[config.mk]
export PLATFORM = sky130hd
export DESIGN_NAME = hardware_watchdog_output
export DESIGN_NICKNAME = d
export VERILOG_FILES = /design/src/pin_sync.v /design/src/hardware_watchdog_output.v
export VERILOG_INCLUDE_DIRS = /design/src
export SDC_FILE = /design/constraint.sdc
export NUM_CORES = 1
export LEC_CHECK = 0
export BUFFER_PORTS_ARGS = -buffer_cell sky130_fd_sc_hd__buf_2
export CORE_MARGIN = 8
export CORE_UTILIZATION = 25
export DETAILED_ROUTE_END_ITERATION = 8
export PLACE_DENSITY = 0.48
export SLEW_MARGIN = 20
export SYNTH_ARGS = -nofsm -noshare
export SYNTH_HDL_FRONTEND = slang
export SYNTH_HIERARCHICAL = 1
export SYNTH_SLANG_ARGS = --single-unit
[constraint.sdc]
create_clock -name clk_sys -period 1.8 [get_ports clk_sys]
set_input_delay 0.18 -clock clk_sys [delete_from_list [all_inputs] [get_ports clk_sys]]
set_output_delay 0.18 -clock clk_sys [all_outputs]
set_load 0.01 [all_outputs]
[src/wdog_map.vh]
// Constants for the output-14 hardware watchdog.
// Assumes a 10 MHz system clock; included by bare name.
`ifndef WDOG_MAP_VH
`define WDOG_MAP_VH
`define CLK_HZ 10000000
`define TIMEOUT_MS 5000
`define STARTUP_MS 1000
`define MS_PER_S 1000
`define TICK_HZ 1000
`define CNT_W 16
`define SYNC_STAGES 3
`define DIV_W 32
`define PIN_SEL 0
`define PIN_REF 1
`define PIN_PG 2
`define PIN_N 3
`endif

[src/pin_sync.v]
// Three-stage synchroniser with agreement check for one pin input.
// Assumes the pin is asynchronous to clk_sys.
`timescale 1ns/10ps
module pin_sync #(
  parameter RESET_VAL = 1'b0
) (
  input wire clk_sys,
  input wire rst,
  input wire pin_in,
  output reg level_r
);
  reg s1_r;
  reg s2_r;
  reg s3_r;

  always @(posedge clk_sys or posedge rst) begin
    if (rst) begin
      s1_r <= RESET_VAL;
      s2_r <= RESET_VAL;
      s3_r <= RESET_VAL;
      level_r <= RESET_VAL;
    end else begin
      s1_r <= pin_in;
      s2_r <= s1_r;
      s3_r <= s2_r;
      // Only a value seen on two later stages counts as a change
      if (s2_r == s3_r) begin
        level_r <= s3_r;
      end
    end
  end
endmodule

[src/hardware_watchdog_output.v]
// Hardware watchdog that can take over output 14 on its terminal.
// Assumes refresh, power-good and selector are asynchronous pins; function level is local.
// The three pins pass one filter bank; out14_function is taken straight on clk_sys.
`timescale 1ns/10ps
`include "wdog_map.vh"

module hardware_watchdog_output #(
  parameter TICK_DIV = `CLK_HZ / `TICK_HZ,
  parameter TIMEOUT_TICKS = `TIMEOUT_MS * `TICK_HZ / `MS_PER_S,
  parameter STARTUP_TICKS = `STARTUP_MS * `TICK_HZ / `MS_PER_S
) (
  input wire clk_sys,
  input wire rst,
  input wire watchdog_route_selector,
  input wire wdog_refresh,
  input wire power_good,
  input wire out14_function,
  output reg output14_terminal,
  output reg wdog_active_r
);
  localparam ST_START = 3'b001;
  localparam ST_RUN = 3'b010;
  localparam ST_FAIL = 3'b100;

  // Pins read as released until filtered, so selector and refresh stay off and power reads as lost during the sync delay
  localparam PIN_RESET = 1'b0;

  // Compare points cut to the counter widths on purpose
  localparam [`DIV_W-1:0] TICK_LAST = TICK_DIV - 1;
  localparam [`DIV_W-1:0] STARTUP_LAST_W = STARTUP_TICKS - 1;
  localparam [`DIV_W-1:0] TIMEOUT_W = TIMEOUT_TICKS;
  localparam [`CNT_W-1:0] STARTUP_LAST = STARTUP_LAST_W[`CNT_W-1:0];
  localparam [`CNT_W-1:0] TIMEOUT_LAST = TIMEOUT_W[`CNT_W-1:0];
  localparam [`CNT_W-1:0] CNT_MAX = {`CNT_W{1'b1}};
  localparam [`CNT_W-1:0] CNT_ZERO = {`CNT_W{1'b0}};
  localparam [`CNT_W-1:0] CNT_ONE = {{(`CNT_W-1){1'b0}}, 1'b1};

  localparam [`DIV_W-1:0] DIV_ZERO = {`DIV_W{1'b0}};
  localparam [`DIV_W-1:0] DIV_ONE = {{(`DIV_W-1){1'b0}}, 1'b1};

  wire [`PIN_N-1:0] pin_raw;
  wire [`PIN_N-1:0] pin_lvl;
  wire sel_s;
  wire refresh_s;
  wire pgood_s;
  wire power_lost;

  reg refresh_d_r;
  wire refresh_edge;
  wire refresh_take;
  reg [`DIV_W-1:0] div_r;
  reg [`DIV_W-1:0] div_nxt;
  reg tick_r;
  reg tick_nxt;

  reg [2:0] state_r;
  reg [2:0] state_nxt;
  wire in_start;
  wire in_run;
  wire startup_done;
  wire timeout_hit;

  reg [`CNT_W-1:0] cnt_r;
  reg [`CNT_W-1:0] cnt_nxt;
  wire cnt_clear;
  wire cnt_step;
  wire run_nxt;
  reg terminal_nxt;

  // All three pins are asynchronous to clk_sys, so each gets the same filter
  assign pin_raw[`PIN_SEL] = watchdog_route_selector;
  assign pin_raw[`PIN_REF] = wdog_refresh;
  assign pin_raw[`PIN_PG] = power_good;

  genvar gi;
  generate
    for (gi = 0; gi < `PIN_N; gi = gi + 1) begin : g_pin
      pin_sync #(
        .RESET_VAL(PIN_RESET)
      ) u_sync (
        .clk_sys(clk_sys),
        .rst(rst),
        .pin_in(pin_raw[gi]),
        .level_r(pin_lvl[gi])
      );
    end
  endgenerate

  assign sel_s = pin_lvl[`PIN_SEL];
  assign refresh_s = pin_lvl[`PIN_REF];
  assign pgood_s = pin_lvl[`PIN_PG];
  assign power_lost = ~pgood_s;

  // A refresh is a rising edge so a stuck-high line cannot keep the dog fed
  assign refresh_edge = refresh_s & ~refresh_d_r;
  // Refreshes outside the run state are ignored: they must not stretch start-up
  assign refresh_take = refresh_edge & in_run;

  always @(posedge clk_sys or posedge rst) begin
    if (rst) begin
      refresh_d_r <= 1'b0;
    end else begin
      refresh_d_r <= refresh_s;
    end
  end

  // Millisecond tick enable; every slower count advances only on it
  always @* begin
    div_nxt = div_r + DIV_ONE;
    tick_nxt = 1'b0;
    if (div_r == TICK_LAST) begin
      div_nxt = DIV_ZERO;
      tick_nxt = 1'b1;
    end
  end

  always @(posedge clk_sys or posedge rst) begin
    if (rst) begin
      div_r <= DIV_ZERO;
      tick_r <= 1'b0;
    end else begin
      div_r <= div_nxt;
      tick_r <= tick_nxt;
    end
  end

  assign in_start = (state_r == ST_START);
  assign in_run = (state_r == ST_RUN);

  assign startup_done = in_start & tick_r & (cnt_r >= STARTUP_LAST);
  // Failing only on the tick after the full count keeps the starve time strictly longer
  assign timeout_hit = in_run & tick_r & (cnt_r >= TIMEOUT_LAST) & ~refresh_take;

  always @* begin
    state_nxt = state_r;
    case (state_r)
      ST_START: begin
        if (startup_done) begin
          state_nxt = ST_RUN;
        end
      end
      ST_RUN: begin
        if (timeout_hit) begin
          state_nxt = ST_FAIL;
        end
      end
      ST_FAIL: begin
        // Latched until power drops or reset, so a late refresh cannot revive it
        state_nxt = ST_FAIL;
      end
      default: begin
        state_nxt = ST_START;
      end
    endcase
    // Power loss overrides every state and restarts the start-up delay
    if (power_lost) begin
      state_nxt = ST_START;
    end
  end

  always @(posedge clk_sys or posedge rst) begin
    if (rst) begin
      state_r <= ST_START;
    end else begin
      state_r <= state_nxt;
    end
  end

  // The count sits at zero while power is down, so start-up is timed from its return
  assign cnt_clear = power_lost | (state_nxt != state_r) | refresh_take;
  assign cnt_step = tick_r & (cnt_r != CNT_MAX);

  always @* begin
    cnt_nxt = cnt_r;
    if (cnt_clear) begin
      cnt_nxt = CNT_ZERO;
    end else if (cnt_step) begin
      cnt_nxt = cnt_r + CNT_ONE;
    end
  end

  always @(posedge clk_sys or posedge rst) begin
    if (rst) begin
      cnt_r <= CNT_ZERO;
    end else begin
      cnt_r <= cnt_nxt;
    end
  end

  // Power is checked again so the output drops in the very cycle it is seen lost
  assign run_nxt = (state_nxt == ST_RUN) & pgood_s;

  // Selector on hands the terminal to the watchdog whatever the function asks
  always @* begin
    if (sel_s) begin
      terminal_nxt = run_nxt;
    end else begin
      terminal_nxt = out14_function;
    end
  end

  // Terminal level 1 means the driver pulls to battery negative
  always @(posedge clk_sys or posedge rst) begin
    if (rst) begin
      output14_terminal <= 1'b0;
    end else begin
      output14_terminal <= terminal_nxt;
    end
  end

  always @(posedge clk_sys or posedge rst) begin
    if (rst) begin
      wdog_active_r <= 1'b0;
    end else begin
      wdog_active_r <= run_nxt;
    end
  end
endmodule

Yosys cells after proc, flatten, opt, wreduce, memory -nomap -nowiden
Index checks and enable logic that the tools add are counted.
W data, S select, Z words.
{ "word_totals": {"out_inout_bits": 2, "ram_bits": 0, "latchBits": 0, "mem_count": 0, "reg_bits": 67, "elab_cells": 57, "romBits": 0, "in_bits": 6} }
{ "op_classes": {"n_shift": 0, "addsub": 2, "reduce_logical": 1, "muxes": 9, "n_lt_le_gt_ge": 2, "n_div": 0, "n_bitwise": 14, "multipliers": 0, "n_eq_ne": 10} }
{ "ops": {"columns": ["cell", "n"], "rows": [
  ["$add A32 B1 Y32 const B", 1],
  ["$eq A32 B14 Y1 const B", 1],
  ["$mux W16", 2],
  ["$mux W32", 1],
  ["$add A16 B1 Y16 const B", 1],
  ["$ge A16 B10 Y1 const B", 1],
  ["$ge A16 B13 Y1 const B", 1],
  ["$ne A16 B16 Y1 const B", 1],
  ["$and A1 B1 Y1", 9],
  ["$mux W3", 3],
  ["$pmux W3 S3", 1],
  ["$eq A3 B2 Y1 const B", 2],
  ["$eq A1 B1 Y1", 3],
  ["$eq A3 B1 Y1 const B", 1],
  ["$eq A3 B3 Y1 const B", 1],
  ["$ne A3 B3 Y1", 1],
  ["$not A1 Y1", 3],
  ["$mux W1", 2],
  ["$or A1 B1 Y1", 2],
  ["$reduce_bool A2 Y1", 1]
]} }

Logic depth before layout (Yosys ltp)
{ "depth": {"depth_word": 12, "mapped_depth": 7, "depth_no_buf": 6} }

Cells and area by module
Netlist, hierarchy kept.
{ "by_module_without_submodules": {"columns": ["mod", "cells_each", "seq_area_each_um2", "instances", "area_each_um2"], "rows": [
  ["hardware_watchdog_output", 269, 1377.6, 1, 2717.6],
  ["pin_sync", 6, 100.1, 3, 115.1]
]} }

Worst setup path before layout
No wires, ideal clock.
{ "synth_timing": {"path_type": "register to register", "start": "register cnt_r[1]", "end": "register output14_terminal", "period_less_slack_ns": 1.898, "required_ns": 1.699, "path_stages_with_launch": 7, "setup_slack_ns": -0.098, "setup_ns": 0.101, "n_path_buf": 0, "t_arrival_ns": 1.797, "path_cell_list": "dfrtp_1 > ha_1 > a211oi_1 > or3b_1 > a2111oi_2 > a31oi_1 > o32ai_1"} }
{ "synth_via": {"elab_chain_len": 9, "elab_cells_between_ends": 12, "classes_between": "2 x order compare; 1 x eq/ne; 5 x mux; 4 x bitwise"} }
{ "synth_lines": {"columns": ["element", "line", "rtl"], "rows": [
  ["start, declared", "hardware_watchdog_output.v:63", "reg [`CNT_W-1:0] cnt_r;"],
  ["start signal, assigned", "hardware_watchdog_output.v:186", "cnt_r <= cnt_nxt;"],
  ["$ge A16 B13 Y1", "hardware_watchdog_output.v:132", "assign timeout_hit = in_run & tick_r & (cnt_r >= TIMEOUT_LAST) & ~refresh_take;"],
  ["$and A1 B1 Y1 (2 in a row)", "hardware_watchdog_output.v:132", null],
  ["$mux W3", "hardware_watchdog_output.v:143", "if (timeout_hit) begin"],
  ["$pmux W3 S3 *", "hardware_watchdog_output.v:136", "case (state_r)"],
  ["$mux W3 *", "hardware_watchdog_output.v:156", "if (power_lost) begin"],
  ["$eq A3 B2 Y1 *", "hardware_watchdog_output.v:191", "assign run_nxt = (state_nxt == ST_RUN) & pgood_s;"],
  ["$and A1 B1 Y1 *", "hardware_watchdog_output.v:191", null],
  ["$mux W1 *", "hardware_watchdog_output.v:195", "if (sel_s) begin"],
  ["named net terminal_nxt", "hardware_watchdog_output.v:68", "reg terminal_nxt;"],
  ["end signal, assigned", "hardware_watchdog_output.v:207", "output14_terminal <= terminal_nxt;"],
  ["end, declared", "hardware_watchdog_output.v:18", "output reg output14_terminal,"]
]} }
The timed path passes the listed nets; every way through them passes the cells marked *.
A chain may end at the register's enable or synchronous reset.

Worst setup path in the final report
{ "layout_timing": {"start": "register cnt_r[14]", "end": "register output14_terminal"} }
The elaborated chain is that of the path after synthesis.

==> metrics.txt <==
detailed-router iteration count before antenna repair=4; synthesis-to-finish area growth=38.89%; I/O Pins=8; hold wc startpoint=out14_function; total power=3.268 mW; Slew @ Worst Pin=0.7391 ns; P_leak=1.800 nW; CP Class=register to register; initial antenna violation count=0; # H-tree levels=3; final HPWL from detailed placement=4.562 mm; most common flop cell mapped by yosys=dfrtp_1; WL final=6.717 mm; drt wl/cell=12.97 um; RSZ-0062 raised after global routing=yes; final net count=375; ant diodes=0; final setup vio count=20; Seq/Total Area, Yosys=54.78%; Pins Over Slew Limit=0; gr ovfl total=0; Clock Path Buffers=2; CP Capture Type=register; CTS tree=yes; CP arrival=2.24 ns; setup TNS=-2.750 ns; Mapped Area=0.003063 sq mm; Hold Path Stages=3; DR vias/cell=4.546; Worst EP required=2.04 ns; met3 usage=3.519%; Post-Syn Instances=287; Worst setup SP type=register; MaxCap Viol Count=0; RD Place Congestion=0.7668; Die H=126.7 um; Site Rows=40; core area=0.01201 sq mm; vias in the first global route=2444; DIE WIDTH=126.7 um; worst reg2reg path endpoint=output14_terminal; crit-path max FO=3; asr flop ratio synth=100.0%; met1 usage=10.57%; clock-pin slew on the worst setup and hold paths=0.05 ns; GRT met2 Usage=14.69%; Worst Hold End=output14_terminal; Pwr Density=768.1 mW/mm^2; Avg Cell Area, Syn=10.67 sq um; Die ar.=0.01605 sq mm; Via Count=2355; syn_nets=296; First DRT Iteration DRCs=90; status=finished, violations left; final worst slack=-0.2030 ns; Util after Layout=35.42%; fmax=499.3 MHz; YS warnings=6; clk sinks=67; failing checks=setup timing; Worst R2R Setup Slack=-0.20 ns; Seq cells post-synth=67; EDFF count, synth=0; proportion of layout cells with a drive suffix above 1=31.81%; Clock Latency Late Sink=0.33 ns; commonest non-fill, non-tap cell in the layout=dfrtp_1; R2R Path Start=cnt_r[14]; Final Hold Vio Count=0; DRC=0; Hold WC Path Type=input port to register; Rel. slew slack=50.21%; commonest cells after routing, fill and taps aside=dfrtp_1 (66), buf_4 (50), xnor2_1 (29); first-pass GRT wire length=11.53 mm; cells on worst reg2reg path=7; Synth cell types=41; Routed Antenna Nets=0; maximum vdd drop=0.4940 mV; Setup Skew=0.004841 ns; Root Buffer=clkbuf_16; Final min period=2.003 ns; CTS buffer count=9; All-Layer GR Usage=8.975%; GR peak layer=met2; largest net degree at the start of global routing=26; Hold WS=0.1084 ns; Initial Util=25.50%; fin crit share=111.3%; port bufs=7; Setup Slack @ Placement=-0.2251 ns
worst max path at each step:
stage	from	slack [ns]	cells after the start	to
floorplan	cnt_r[13]	-0.03	6	cnt_r[5]
global placement	cnt_r[13]	-0.17	6	cnt_r[9]
detailed placement	cnt_r[13]	-0.23	6	cnt_r[9]
CTS	cnt_r[13]	-0.21	5	cnt_r[12]
global route	cnt_r[14]	-0.25	5	cnt_r[15]
finish	cnt_r[14]	-0.20	7	output14_terminal
through the flow:
step                      instances  area, sq um
after detailed placement        490         3677
after CTS                       513         4055
final                           518         4254
after global routing            518         4254
after global placement          490         3677
after floorplan                 287         3082
cell usage after synthesis (2+ instances only):
| library cell | count | area share (%) |
|---|---|---|
| nor4_1 | 9 | 1.8 |
| nor2b_1 | 3 | 0.61 |
| maj3_2 | 3 | 1.1 |
| nor2_1 | 34 | 4.2 |
| nor3b_1 | 2 | 0.49 |
| dfrtp_1 | 66 | 54 |
| nor4b_1 | 3 | 0.86 |
| or3_1 | 2 | 0.41 |
| or2_2 | 2 | 0.41 |
| nand3_1 | 19 | 3.1 |
| nand2b_1 | 2 | 0.41 |
| o211ai_1 | 2 | 0.49 |
| nand4_1 | 12 | 2.5 |
| inv_1 | 14 | 1.7 |
| or4_1 | 2 | 0.49 |
| xor2_1 | 11 | 3.1 |
| nor3_1 | 14 | 2.3 |
| and4_1 | 3 | 0.86 |
| a211oi_1 | 2 | 0.49 |
| ha_1 | 3 | 1.2 |
| o21ai_0 | 5 | 0.82 |
| nand2_1 | 18 | 2.2 |
| and3_1 | 5 | 1.0 |
| xnor2_1 | 29 | 8.3 |
| a21oi_1 | 6 | 0.98 |
routing by layer:
metal	vias to the layer above	wire, um
li1	1174	-
met1	1158	3109
met2	16	3317
met3	7	207
met4	0	83
met5	-	0
logic make-up (layout without fill, tap and decap cells):
family          Yosys count  count (layout)  share of synthesized area (%)
simple gates            134             134                          22.88
buf+inv                  15              98                          2.083
flops                    67              67                          54.78
fa+ha+maj                 6               6                          2.328
xor+xnor                 40              40                          11.44
mux                       1               1                         0.3268
compound gates           24              25                          6.168
critical path, cell delays in order, from the launching register on:
cell and delay (ns):
dfrtp_1 0.37, or3_4 0.41, or3_4 0.35, o221ai_4 0.21, buf_6 0.14, buf_6 0.09, a31oi_4 0.10, o32ai_2 0.26
report_power, final:
group          switching, mW  internal (mW)
clock                  0.661          0.937
sequential            0.0167           1.53
combinational         0.0687         0.0570
repair_timing:
item                                   in CTS  in global routing
buffers inserted                            2                  5
setup endpoints to repair                  20                 29
pin swaps                                   7                 15
gates cloned                                1                  0
gates resized for setup                     7                 35
hold buffers                                4                  0
endpoints found under the hold margin      37                  0
sequential cells by signal, summed over array words and instances (netlist names):
register              cells
div_r                    32
g_pin.u_sync/s2_r         3
g_pin.u_sync/level_r      3
refresh_d_r               1
tick_r                    1
g_pin.u_sync/s3_r         3
state_r                   3
cnt_r                    16
g_pin.u_sync/s1_r         3
wdog_active_r             1
output14_terminal         1
area by class of cell:
class / count / area (sq um)
Clock buffer: 9 / 225.2
Clock inverter: 7 / 51.30
Fill cell: 1226 / 7757
Inverter: 14 / 52.55
Multi-Input combinational cell: 206 / 1525
Sequential cell: 67 / 1678
Tap cell: 147 / 183.9
Timing Repair Buffer: 68 / 538.0
Note: power is estimated with default switching activity, not from simulation.
